**config.mk**
```make
export PLATFORM = sky130hd
export DESIGN_NAME = uepde_engine
export DESIGN_NICKNAME = d
export VERILOG_FILES = /design/src/uepde_pkg.sv /design/src/uepde_engine.sv
export SDC_FILE = /design/constraint.sdc
export NUM_CORES = 1
export LEC_CHECK = 0
export BUFFER_PORTS_ARGS = -buffer_cell sky130_fd_sc_hd__buf_2
export CELL_PAD_IN_SITES_DETAIL_PLACEMENT = 0
export CELL_PAD_IN_SITES_GLOBAL_PLACEMENT = 2
export CORE_ASPECT_RATIO = 1.25
export CORE_MARGIN = 8
export CORE_UTILIZATION = 37
export CTS_CLUSTER_SIZE = 10
export DETAILED_ROUTE_END_ITERATION = 8
export PLACE_DENSITY = 0.79
export SETUP_SLACK_MARGIN = 0.02
export SLEW_MARGIN = 10
export SYNTH_ARGS = -nofsm -noshare
export SYNTH_HDL_FRONTEND = slang
export SYNTH_SLANG_ARGS = --single-unit
```
**constraint.sdc**
```tcl
create_clock -name core_clk_in -period 3.6 [get_ports core_clk_in]
set_input_delay 0.18 -clock core_clk_in [delete_from_list [all_inputs] [get_ports core_clk_in]]
set_output_delay 0.18 -clock core_clk_in [all_outputs]
set_load 0.01 [all_outputs]
```
**src/uepde_pkg.sv**
```systemverilog
// constants and types of the endpoint descriptor engine
// Summary of operation
// - writing toggle reset request loads data toggle from toggle preset value
// - setup token on endpoint zero forces both direction toggles to one
// - endpoint zero uses shared bit as preset, copied on toggle reset request
// - interrupt endpoint shared bit one: rate feedback, every packet sent with toggle zero
// - type bit zero means generic bulk/interrupt, one means isochronous
// - byte count is receive capacity for OUT, bytes to send for IN
// - each good packet subtracts its size from remaining byte count
// - short OUT packet clears armed bit, leaves unused space in count
// - address field holds buffer address bits 21 to 6, 64-byte aligned
// - each good packet adds packet size divided by 64 to offset
// - setup on endpoint zero uses address field plus setup buffer offset, ignores offset and count
// - setup stage longer than 8 bytes stores only first 8 bytes
// - armed bit clears on short OUT packet, count reaching zero, or skip write
// - data token to disabled endpoint is ignored, no data nor handshake; setup on endpoint zero is still stored
// - stall only when not armed and halt request set; armed wins
package uepde_pkg;
    // ****************************************
    // register map
    // ****************************************
    localparam logic [3:0] ADDR_CTRL    = 4'h0;
    localparam logic [3:0] ADDR_COUNT   = 4'h1;
    localparam logic [3:0] ADDR_BUF     = 4'h2;
    localparam logic [3:0] ADDR_SETUP   = 4'h3;
    localparam logic [3:0] ADDR_STATUS  = 4'h4;
    localparam logic [3:0] ADDR_SKIP    = 4'h5;
    // ****************************************
    // control word fields
    // ****************************************
    localparam int CTRL_ARMED_BIT   = 0;
    localparam int CTRL_DIS_BIT     = 1;
    localparam int CTRL_HALT_BIT    = 2;
    localparam int CTRL_TRR_BIT     = 3;
    localparam int CTRL_FTP_BIT     = 4;
    localparam int CTRL_TYPE_BIT    = 5;
    localparam int CTRL_EPZ_BIT     = 6;
    localparam int CTRL_INTR_BIT    = 7;
    localparam int CTRL_IN_BIT      = 8;
    // ****************************************
    // sizes
    // ****************************************
    localparam int CNT_W            = 10;
    localparam int ADDR_FLD_W       = 16;
    localparam int OFS_W            = 16;
    localparam int MEM_ADDR_W       = 22;
    localparam int ALIGN_SHIFT      = 6;
    localparam int SETUP_MAX_BYTES  = 8;
    localparam logic [31:0] RESET_CTRL = 32'h0000_0002;
    // ****************************************
    // engine states
    // ****************************************
    typedef enum logic [1:0] {UEPDE_IDLE, UEPDE_DATA, UEPDE_SETUP} uepde_state_t;
endpackage : uepde_pkg

```
**src/uepde_engine.sv**
```systemverilog
// endpoint descriptor engine: entry registers, toggle, count, offset, setup store
//
// Added by the designer: the register offsets and the address-and-strobe port.
`timescale 1ns/100ps
module uepde_engine
    import uepde_pkg::*;
(
    // clock and reset
    input  wire logic                   core_clk_in,
    input  wire logic                   rst_b_in,
    // register port
    input  wire logic [3:0]             reg_addr_in,
    input  wire logic [31:0]            reg_wdata_in,
    input  wire logic                   reg_wr_in,
    input  wire logic                   reg_rd_in,
    output logic [31:0]                 reg_rdata_out,
    // token and packet events from the serial engine
    input  wire logic                   tok_data_in,
    input  wire logic                   tok_setup_in,
    input  wire logic                   pkt_byte_valid_in,
    input  wire logic [7:0]             pkt_byte_in,
    input  wire logic                   pkt_good_in,
    input  wire logic [CNT_W-1:0]       pkt_size_in,
    input  wire logic                   pkt_short_in,
    // token answer
    output logic                        tok_ignore_out,
    output logic                        tok_stall_out,
    output logic                        tok_accept_out,
    output logic                        tx_toggle_out,
    // memory write port
    output logic                        mem_wr_out,
    output logic [MEM_ADDR_W-1:0]       mem_addr_out,
    output logic [7:0]                  mem_wdata_out
);
    import uepde_pkg::*;

    // ****************************************
    // entry state
    // ****************************************
    logic [31:0]            ctrl_reg;
    logic [CNT_W-1:0]       count_reg;
    logic [ADDR_FLD_W-1:0]  buf_addr_reg;
    logic [OFS_W-1:0]       offset_reg;
    logic [OFS_W-1:0]       setup_ofs_reg;
    logic                   tog_out_reg;
    logic                   tog_in_reg;
    logic [3:0]             setup_cnt_reg;
    logic [5:0]             byte_idx_reg;
    logic [31:0]            reg_rdata_reg;
    logic                   mem_wr_reg;
    logic [MEM_ADDR_W-1:0]  mem_addr_reg;
    logic [7:0]             mem_wdata_reg;
    uepde_state_t           state_reg;
    uepde_state_t           state_next;

    // ****************************************
    // decode
    // ****************************************
    function automatic logic hit(input logic [3:0] a, input logic [3:0] o);
        hit = reg_wr_in && (a == o);
    endfunction : hit

    wire logic wr_ctrl   = hit(reg_addr_in, ADDR_CTRL);
    wire logic wr_count  = hit(reg_addr_in, ADDR_COUNT);
    wire logic wr_buf    = hit(reg_addr_in, ADDR_BUF);
    wire logic wr_setup  = hit(reg_addr_in, ADDR_SETUP);
    wire logic wr_skip   = hit(reg_addr_in, ADDR_SKIP) && reg_wdata_in[0];
    wire logic armed     = ctrl_reg[CTRL_ARMED_BIT];
    wire logic disabled  = ctrl_reg[CTRL_DIS_BIT];
    wire logic halt      = ctrl_reg[CTRL_HALT_BIT];
    wire logic ftp       = ctrl_reg[CTRL_FTP_BIT];
    wire logic is_iso    = ctrl_reg[CTRL_TYPE_BIT];
    wire logic is_epz    = ctrl_reg[CTRL_EPZ_BIT];
    wire logic is_intr   = ctrl_reg[CTRL_INTR_BIT] && !is_iso;
    wire logic is_in     = ctrl_reg[CTRL_IN_BIT];
    // shared bit: preset on endpoint zero, rate feedback on interrupt
    wire logic rate_fb   = is_intr && !is_epz && ftp;
    wire logic trr_wr    = wr_ctrl && reg_wdata_in[CTRL_TRR_BIT];
    wire logic do_setup  = tok_setup_in && is_epz;
    wire logic do_data   = tok_data_in && !disabled;

    // ****************************************
    // token answer
    // ****************************************
    assign tok_ignore_out = tok_data_in && disabled;
    assign tok_stall_out  = do_data && !armed && halt;
    assign tok_accept_out = do_data && armed;
    assign tx_toggle_out  = rate_fb ? 1'b0 : tog_in_reg;

    // ****************************************
    // packet arithmetic
    // ****************************************
    wire logic             pkt_done  = pkt_good_in && (state_reg == UEPDE_DATA);
    wire logic [CNT_W-1:0] count_sub = count_reg - pkt_size_in;
    wire logic [OFS_W-1:0] ofs_add   = offset_reg
                                     + OFS_W'(pkt_size_in >> ALIGN_SHIFT);
    wire logic             cnt_zero  = (count_sub == '0) || (pkt_size_in > count_reg);
    // short packets only end the buffer on OUT
    wire logic             clr_armed = wr_skip
                                     || (pkt_done && (cnt_zero
                                     || (pkt_short_in && !is_in)));
    // address field lands at bits 21..6, offset scaled by 64
    wire logic [MEM_ADDR_W-1:0] data_base  = MEM_ADDR_W'({buf_addr_reg, 6'h00})
                                           + MEM_ADDR_W'({offset_reg, 6'h00});
    wire logic [MEM_ADDR_W-1:0] setup_base = MEM_ADDR_W'({buf_addr_reg, 6'h00})
                                           + MEM_ADDR_W'({setup_ofs_reg, 6'h00});
    wire logic setup_keep = (state_reg == UEPDE_SETUP) && pkt_byte_valid_in
                          && (setup_cnt_reg < 4'(SETUP_MAX_BYTES));
    wire logic data_keep  = (state_reg == UEPDE_DATA) && pkt_byte_valid_in && !is_in;

    // ****************************************
    // state machine
    // ****************************************
    always_comb begin
        state_next = state_reg;
        case (state_reg)
            UEPDE_IDLE: begin
                if (do_setup) begin
                    state_next = UEPDE_SETUP;
                end else if (tok_accept_out) begin
                    state_next = UEPDE_DATA;
                end
            end
            UEPDE_DATA: begin
                // a fresh token ends this stage and may open the next one
                if (do_setup) begin
                    state_next = UEPDE_SETUP;
                end else if (tok_accept_out) begin
                    state_next = UEPDE_DATA;
                end else if (pkt_good_in || tok_data_in || tok_setup_in) begin
                    state_next = UEPDE_IDLE;
                end
            end
            UEPDE_SETUP: begin
                if (do_setup) begin
                    state_next = UEPDE_SETUP;
                end else if (tok_accept_out) begin
                    state_next = UEPDE_DATA;
                end else if (pkt_good_in || tok_data_in || tok_setup_in) begin
                    state_next = UEPDE_IDLE;
                end
            end
            default: state_next = UEPDE_IDLE;
        endcase
    end

    // ****************************************
    // control word
    // ****************************************
    always_ff @(posedge core_clk_in or negedge rst_b_in) begin
        if (!rst_b_in) begin
            ctrl_reg <= RESET_CTRL;
        end else if (clr_armed) begin
            // hardware clear wins; software may not rewrite while armed anyway
            ctrl_reg <= ctrl_reg & ~(32'h1 << CTRL_ARMED_BIT);
        end else if (wr_ctrl) begin
            ctrl_reg <= reg_wdata_in & ~(32'h1 << CTRL_TRR_BIT);
        end
    end

    // ****************************************
    // data toggles
    // ****************************************
    always_ff @(posedge core_clk_in or negedge rst_b_in) begin
        if (!rst_b_in) begin
            tog_out_reg <= 1'b0;
            tog_in_reg  <= 1'b0;
        end else if (do_setup) begin
            tog_out_reg <= 1'b1;
            tog_in_reg  <= 1'b1;
        end else if (trr_wr) begin
            tog_out_reg <= reg_wdata_in[CTRL_FTP_BIT];
            tog_in_reg  <= reg_wdata_in[CTRL_FTP_BIT];
        end else if (pkt_done && !is_iso) begin
            if (is_in) begin
                tog_in_reg <= rate_fb ? 1'b0 : !tog_in_reg;
            end else begin
                tog_out_reg <= !tog_out_reg;
            end
        end
    end

    // ****************************************
    // count, address, offsets
    // ****************************************
    always_ff @(posedge core_clk_in or negedge rst_b_in) begin
        if (!rst_b_in) begin
            count_reg     <= '0;
            buf_addr_reg  <= '0;
            offset_reg    <= '0;
            setup_ofs_reg <= '0;
        end else begin
            if (pkt_done) begin
                // underflow clamps to zero; leftover stays as unused space
                count_reg  <= cnt_zero ? '0 : count_sub;
                offset_reg <= ofs_add;
            end else if (wr_count) begin
                count_reg <= reg_wdata_in[CNT_W-1:0];
            end else if (wr_buf) begin
                offset_reg <= reg_wdata_in[31:16];
            end
            if (wr_buf) begin
                buf_addr_reg <= reg_wdata_in[ADDR_FLD_W-1:0];
            end
            if (wr_setup) begin
                setup_ofs_reg <= reg_wdata_in[OFS_W-1:0];
            end
        end
    end

    // ****************************************
    // byte store
    // ****************************************
    always_ff @(posedge core_clk_in or negedge rst_b_in) begin
        if (!rst_b_in) begin
            state_reg     <= UEPDE_IDLE;
            setup_cnt_reg <= '0;
            byte_idx_reg  <= '0;
            mem_wr_reg    <= 1'b0;
            mem_addr_reg  <= '0;
            mem_wdata_reg <= '0;
        end else begin
            state_reg     <= state_next;
            mem_wr_reg    <= setup_keep || data_keep;
            mem_wdata_reg <= pkt_byte_in;
            if (setup_keep) begin
                mem_addr_reg  <= setup_base + MEM_ADDR_W'(setup_cnt_reg);
                setup_cnt_reg <= setup_cnt_reg + 4'h1;
            end else if (data_keep) begin
                mem_addr_reg  <= data_base + MEM_ADDR_W'(byte_idx_reg);
                byte_idx_reg  <= byte_idx_reg + 6'h01;
            end
            // a new token restarts byte numbering even without an idle cycle
            if (state_reg == UEPDE_IDLE || tok_data_in || tok_setup_in) begin
                setup_cnt_reg <= '0;
                byte_idx_reg  <= '0;
            end
        end
    end

    // ****************************************
    // register read
    // ****************************************
    wire logic [31:0] rd_mux =
        (reg_addr_in == ADDR_CTRL)   ? ctrl_reg :
        (reg_addr_in == ADDR_COUNT)  ? 32'(count_reg) :
        (reg_addr_in == ADDR_BUF)    ? {offset_reg, buf_addr_reg} :
        (reg_addr_in == ADDR_SETUP)  ? 32'(setup_ofs_reg) :
        (reg_addr_in == ADDR_STATUS) ? {28'h0000000, state_reg, tog_in_reg, tog_out_reg} :
        32'h0000_0000;

    always_ff @(posedge core_clk_in or negedge rst_b_in) begin
        if (!rst_b_in) begin
            reg_rdata_reg <= '0;
        end else begin
            reg_rdata_reg <= reg_rd_in ? rd_mux : 32'h0000_0000;
        end
    end

    assign reg_rdata_out = reg_rdata_reg;
    assign mem_wr_out    = mem_wr_reg;
    assign mem_addr_out  = mem_addr_reg;
    assign mem_wdata_out = mem_wdata_reg;
endmodule : uepde_engine

```
[Word-level counts from Yosys, hierarchy flattened]
Index checks and enable logic that the tools add are counted.
Cells by class
  add/subtract/negate cells: 8
  magnitude comparators: 2
  equality and inequality tests: 12
  mux-type cells: 37
  bitwise operators: 1
  reduce and logical (&&, ||, !) cells: 57
Operator list (count)
  32-bit 2-to-1 mux: 4
  16-bit 2-to-1 mux: 4
  22-bit adder: 2
  22-bit 2-to-1 mux: 2
  10-bit 2-to-1 mux: 3
  1-bit logical AND: 24
  22-bit by 4-bit adder with 22-bit output: 1
  22-bit by 6-bit adder with 22-bit output: 1
  6-bit 2-to-1 mux: 3
  16-bit by 4-bit adder with 16-bit output: 1
  1-bit 2-to-1 mux: 12
  4-bit 2-to-1 mux: 3
  2-bit AND reduction: 6
  2-bit nonzero test: 6
  10-bit > comparator: 1
  10-bit zero test: 1
  2-bit 2-to-1 mux: 5
  10-bit subtractor: 1
  4-bit by 2-bit == test with 1-bit output, second input constant: 2
  4-bit by 3-bit == test with 1-bit output, second input constant: 2
  1-bit logical OR: 8
  1-bit zero test: 7
  6-bit by 1-bit adder with 6-bit output, second input constant: 1
  3-bit nonzero test: 2
  14 further kinds: 15
Word-level totals
  flip-flop bits (word level): 166
  input bits: 63
  output and inout port bits: 67
  word-level logic and storage cells: 132

[Longest topological paths before layout]
  depth after elaboration: 9
  mapped depth: 12
  depth with buffers taken out: 11

[Worst setup path after synthesis]
Ideal clock, no wire load.
  path type: register to register
  from: register count_reg[0]
  to: register ctrl_reg[10]
  setup time: 0.125 ns
  arrival: 3.084 ns
  required time: 3.475 ns
  slack: 0.390 ns
  stages on the path, launching flop included: 13
  path buffers: 1
  period minus slack after synthesis: 3.210 ns
  path through: dfrtp_1 -> inv_1 -> ha_1 -> fa_1 -> nand2b_1 -> a21oi_1 -> o31ai_1 -> xnor2_1 -> or4_4 -> o41ai_4 -> o21ai_2 -> buf_6 -> mux2_4
On the way
  word-level cells in the longest chain between the ends: 8
  elaborated cells on any way between the ends: 9
  those cells by class: add/sub: 1; order compare: 1; bitwise: 1; reduce/logical: 6
Ends and longest elaborated chain
  start, declared: line uepde_engine.sv:41  | logic [CNT_W-1:0] count_reg;
  start signal, assigned: line uepde_engine.sv:195  | count_reg <= cnt_zero ? '0 : count_sub;
  start signal, assigned: line uepde_engine.sv:198  | count_reg <= reg_wdata_in[CNT_W-1:0];
  10-bit subtractor: line uepde_engine.sv:94  | wire logic [CNT_W-1:0] count_sub = count_reg - pkt_size_in;
  10-bit zero test: line uepde_engine.sv:97  | wire logic cnt_zero = (count_sub == '0) || (pkt_size_in > count_reg);
  1-bit logical OR *: line uepde_engine.sv:97
  1-bit logical OR *: line uepde_engine.sv:101  | || (pkt_short_in && !is_in)));
  1-bit logical AND *: line uepde_engine.sv:100  | || (pkt_done && (cnt_zero
  1-bit logical OR *: line uepde_engine.sv:100
  1-bit inverter (no line) *
  2-bit AND reduction (no line) *
  end signal, assigned: line uepde_engine.sv:155  | ctrl_reg <= ctrl_reg & ~(32'h1 << CTRL_ARMED_BIT);
  end signal, assigned: line uepde_engine.sv:157  | ctrl_reg <= reg_wdata_in & ~(32'h1 << CTRL_TRR_BIT);
  end, declared: line uepde_engine.sv:40  | logic [31:0] ctrl_reg;
Mark *: on every way between the ends. The rest lies on a longest branch, timed or not.
A chain may end at the register's enable or synchronous reset.

[Worst setup path in the final report]
  from: register count_reg[0]
  to: register ctrl_reg[12]
Same word-level chain as after synthesis.

==> results.json <==
{
  "drt_wl_total_microns": 26980,
  "critical_path.endpoint_type": "register",
  "arrival_ns": 3.69,
  "fin_tns_setup_ns": 0,
  "grt_pass1_wl_microns": 43170,
  "area_growth_pct": 20.77,
  "final_common_cell": "dfrtp_1",
  "rows": 65,
  "antenna_left": 0,
  "grt-ovfl-total": 0,
  "cp.required_ns": 3.92,
  "cts_buffers": 17,
  "syn-num-nets": 1009,
  "grt_usage_pct": 18.55,
  "num_vias": 7399,
  "place_area_sq_mm": 0.01040,
  "mostFrequentLayoutCells": "dfrtp_1, buf_2, nor2_1",
  "cts-root-buf": "clkbuf_16",
  "cap_violations": 0,
  "hp-class": "input port to register",
  "setup_violations": 0,
  "async_flop_share_pct": 100.0,
  "syn_area_sq_mm": 0.009289,
  "routabilityCongestion": 0.8288,
  "irDropWorstVdd_v": 0.0003502,
  "via_per_inst": 5.296,
  "grt_pass1_vias": 7763,
  "synth_edf_count": 0,
  "start_util_pct": 37.20,
  "grt_antenna_before_repair": 1,
  "min_period_ns": 3.365,
  "clockBufferDepth": 2,
  "outcome": "finished, final reports clean",
  "fin_worst_hold_slack_ns": 0.01238,
  "portBuffers": 129,
  "clock-sinks": 166,
  "clk_pin_slew_worst_paths_ns": 0.07,
  "finClkSkew_ns": 0.01576,
  "ys.flop_type": "dfrtp_1",
  "grt_max_degree": 97,
  "finalHoldViolations": 0,
  "antenna_cells": 0,
  "final_util_pct": 44.93,
  "syn_inst": 892,
  "cp_max_fo": 30,
  "die_h_microns": 193.2,
  "p_leak_nw": 5.255,
  "clock.fmax_mhz": 297.1,
  "yosysSeqAreaShare_pct": 44.73,
  "die_w_microns": 157.7,
  "drive_gt1_share_pct": 24.29,
  "final_cell_area_sq_mm": 0.01122,
  "first_pass_iters": 7,
  "drc": 0,
  "cts_tree": "yes",
  "synth.ff_latch_count": 166,
  "n_fill_cell": 2438,
  "largest_register_ffs": 32,
  "slew_headroom_pct": 47.98,
  "synth_warnings": 0,
  "finalMaxSlewViolations": 0,
  "slowest_delay_ns": 0.55,
  "die-area_sq_mm": 0.03046,
  "rsz0062_at_grt": "false",
  "nets": 1167,
  "core_area_sq_mm": 0.02497,
  "fin_total_pwr_mw": 7.853,
  "first_iter_violations": 330,
  "post_cts_buffers": 0,
  "critPathLaunchType": "register",
  "yosys.cell_types.count": 72,
  "boundaryPins": 130,
  "timing.critical_path.cells": "inv_1, ha_1, fa_1, nand2b_1, a21oi_2, o31ai_1, xnor2_1, or4_4, o41ai_4, o21ai_4, buf_12, mux2_4",
  "hpwl_microns": 20190,
  "critPathSlowestCell": "or4_4",
  "r2r_setup_slack_ns": 0.23,
  "clock_latency_ns": 0.44,
  "power.density_mw_per_mm2": 700.0,
  "htree_num_levels": 4,
  "fin_crit_sh_pct": 93.48,
  "wl_per_cell_microns": 19.31,
  "worst_slew_pin_slew_ns": 0.7803,
  "worstSetupPathType": "register to register",
  "avgSynthCellArea_sq_um": 10.41
}
## power by group
group / switching [mW] / internal (mW)
Combinational: 1.70 / 1.47
Sequential: 0.505 / 2.36
Clock: 0.787 / 1.04
Total: 2.99 / 4.86
## cell families (layout without fill, tap and decap cells)
logic type | Yosys count | after routing | synth area share (%)
and+or+nand+nor | 260 | 260 | 13.78
AOI/OAI and AO/OA | 221 | 221 | 15.60
DFF | 166 | 166 | 44.73
muxes | 92 | 92 | 12.16
buffers and inverters | 64 | 234 | 2.829
adders and majority gates | 54 | 54 | 7.597
xor gates and xnor gates | 35 | 35 | 3.300
## cells in the mapped netlist (7+ instances only)
library cell / count / share of area [%]
or3_1: 9 / 0.61
dfrtp_1: 165 / 44
a21oi_1: 52 / 2.8
nor2_1: 76 / 3.1
clkbuf_1: 26 / 1.1
mux2i_1: 24 / 2.6
xor2_1: 18 / 1.7
mux2_4: 30 / 4.8
o22ai_1: 13 / 0.88
nand2b_1: 13 / 0.88
o21ai_0: 44 / 2.4
mux2_2: 37 / 4.5
xnor2_1: 17 / 1.6
nor2b_1: 26 / 1.8
ha_1: 50 / 6.7
nor3_1: 11 / 0.59
a211oi_1: 12 / 0.97
nand3_1: 32 / 1.7
o21ai_1: 7 / 0.38
a21o_1: 10 / 0.81
nand2_1: 55 / 2.2
inv_1: 31 / 1.3
a22oi_1: 30 / 2.4
## stage by stage
stage          cells  worst slack [ns]
2_1_floorplan    892            0.3904
3_3_place_gp    1342            0.2318
3_5_place_dp    1342            0.1912
4_1_cts         1397            0.1645
5_1_grt         1397           0.05288
6_report        1397            0.2346
## per-layer routing
metal  wire length (microns)  vias to the layer above  track usage, %  part of all wire [%]
met5                       0                        -               0                     0
met4                     575                        0           6.310                   2.1
met3                    1099                       31           3.390                   4.1
met2                   13180                      147           31.27                    49
met1                   12120                     3658           23.50                    45
li1                        -                     3563               -                     -
## critical path: cells and delay by family, from the launching register on
kind                       cells  cell delay, ns
buffers and inverters          2            0.27
xor gates and xnor gates       1            0.15
muxes                          1            0.32
and+or+nand+nor                2            0.74
adders and majority gates      2            0.62
DFF                            1            0.38
AOI/OAI and AO/OA              4            0.76
## path summary, 6_finish.rpt
kind	start	cells past startpoint	endpoint
max in group asynchronous	rst_b_in	3	mem_addr_out[21]$_DFFE_PN0P_
min reg2reg	mem_addr_out[5]$_DFFE_PN0P_	1	mem_addr_out[5]$_DFFE_PN0P_
max	count_reg[0]$_DFFE_PN0P_	12	ctrl_reg[12]$_DFFE_PN0P_
min in group asynchronous	rst_b_in	2	count_reg[1]$_DFFE_PN0P_
min	reg_wdata_in[13]	2	ctrl_reg[13]$_DFFE_PN0P_
max reg2reg	count_reg[0]$_DFFE_PN0P_	12	ctrl_reg[12]$_DFFE_PN0P_
## timing repair
item | 4_1_cts | 5_1_grt
endpoints found under the setup margin | 0 | 29
hold endpoints to repair | 99 | 0
hold buffers | 24 | 0
gates resized for setup | 0 | 1
## cell type report
class / count / area, sq um / share of cell area (%)
clock buffers: 21 / 450.4 / 4.015
clock inverters: 10 / 122.6 / 1.093
inverters: 31 / 116.4 / 1.037
multi-input cells: 662 / 4895 / 43.63
flip-flops and latches: 166 / 4155 / 37.04
well taps: 335 / 419.2 / 3.736
repair buffers: 172 / 1060 / 9.447
No activity file was read; power rests on OpenSTA's default activity.
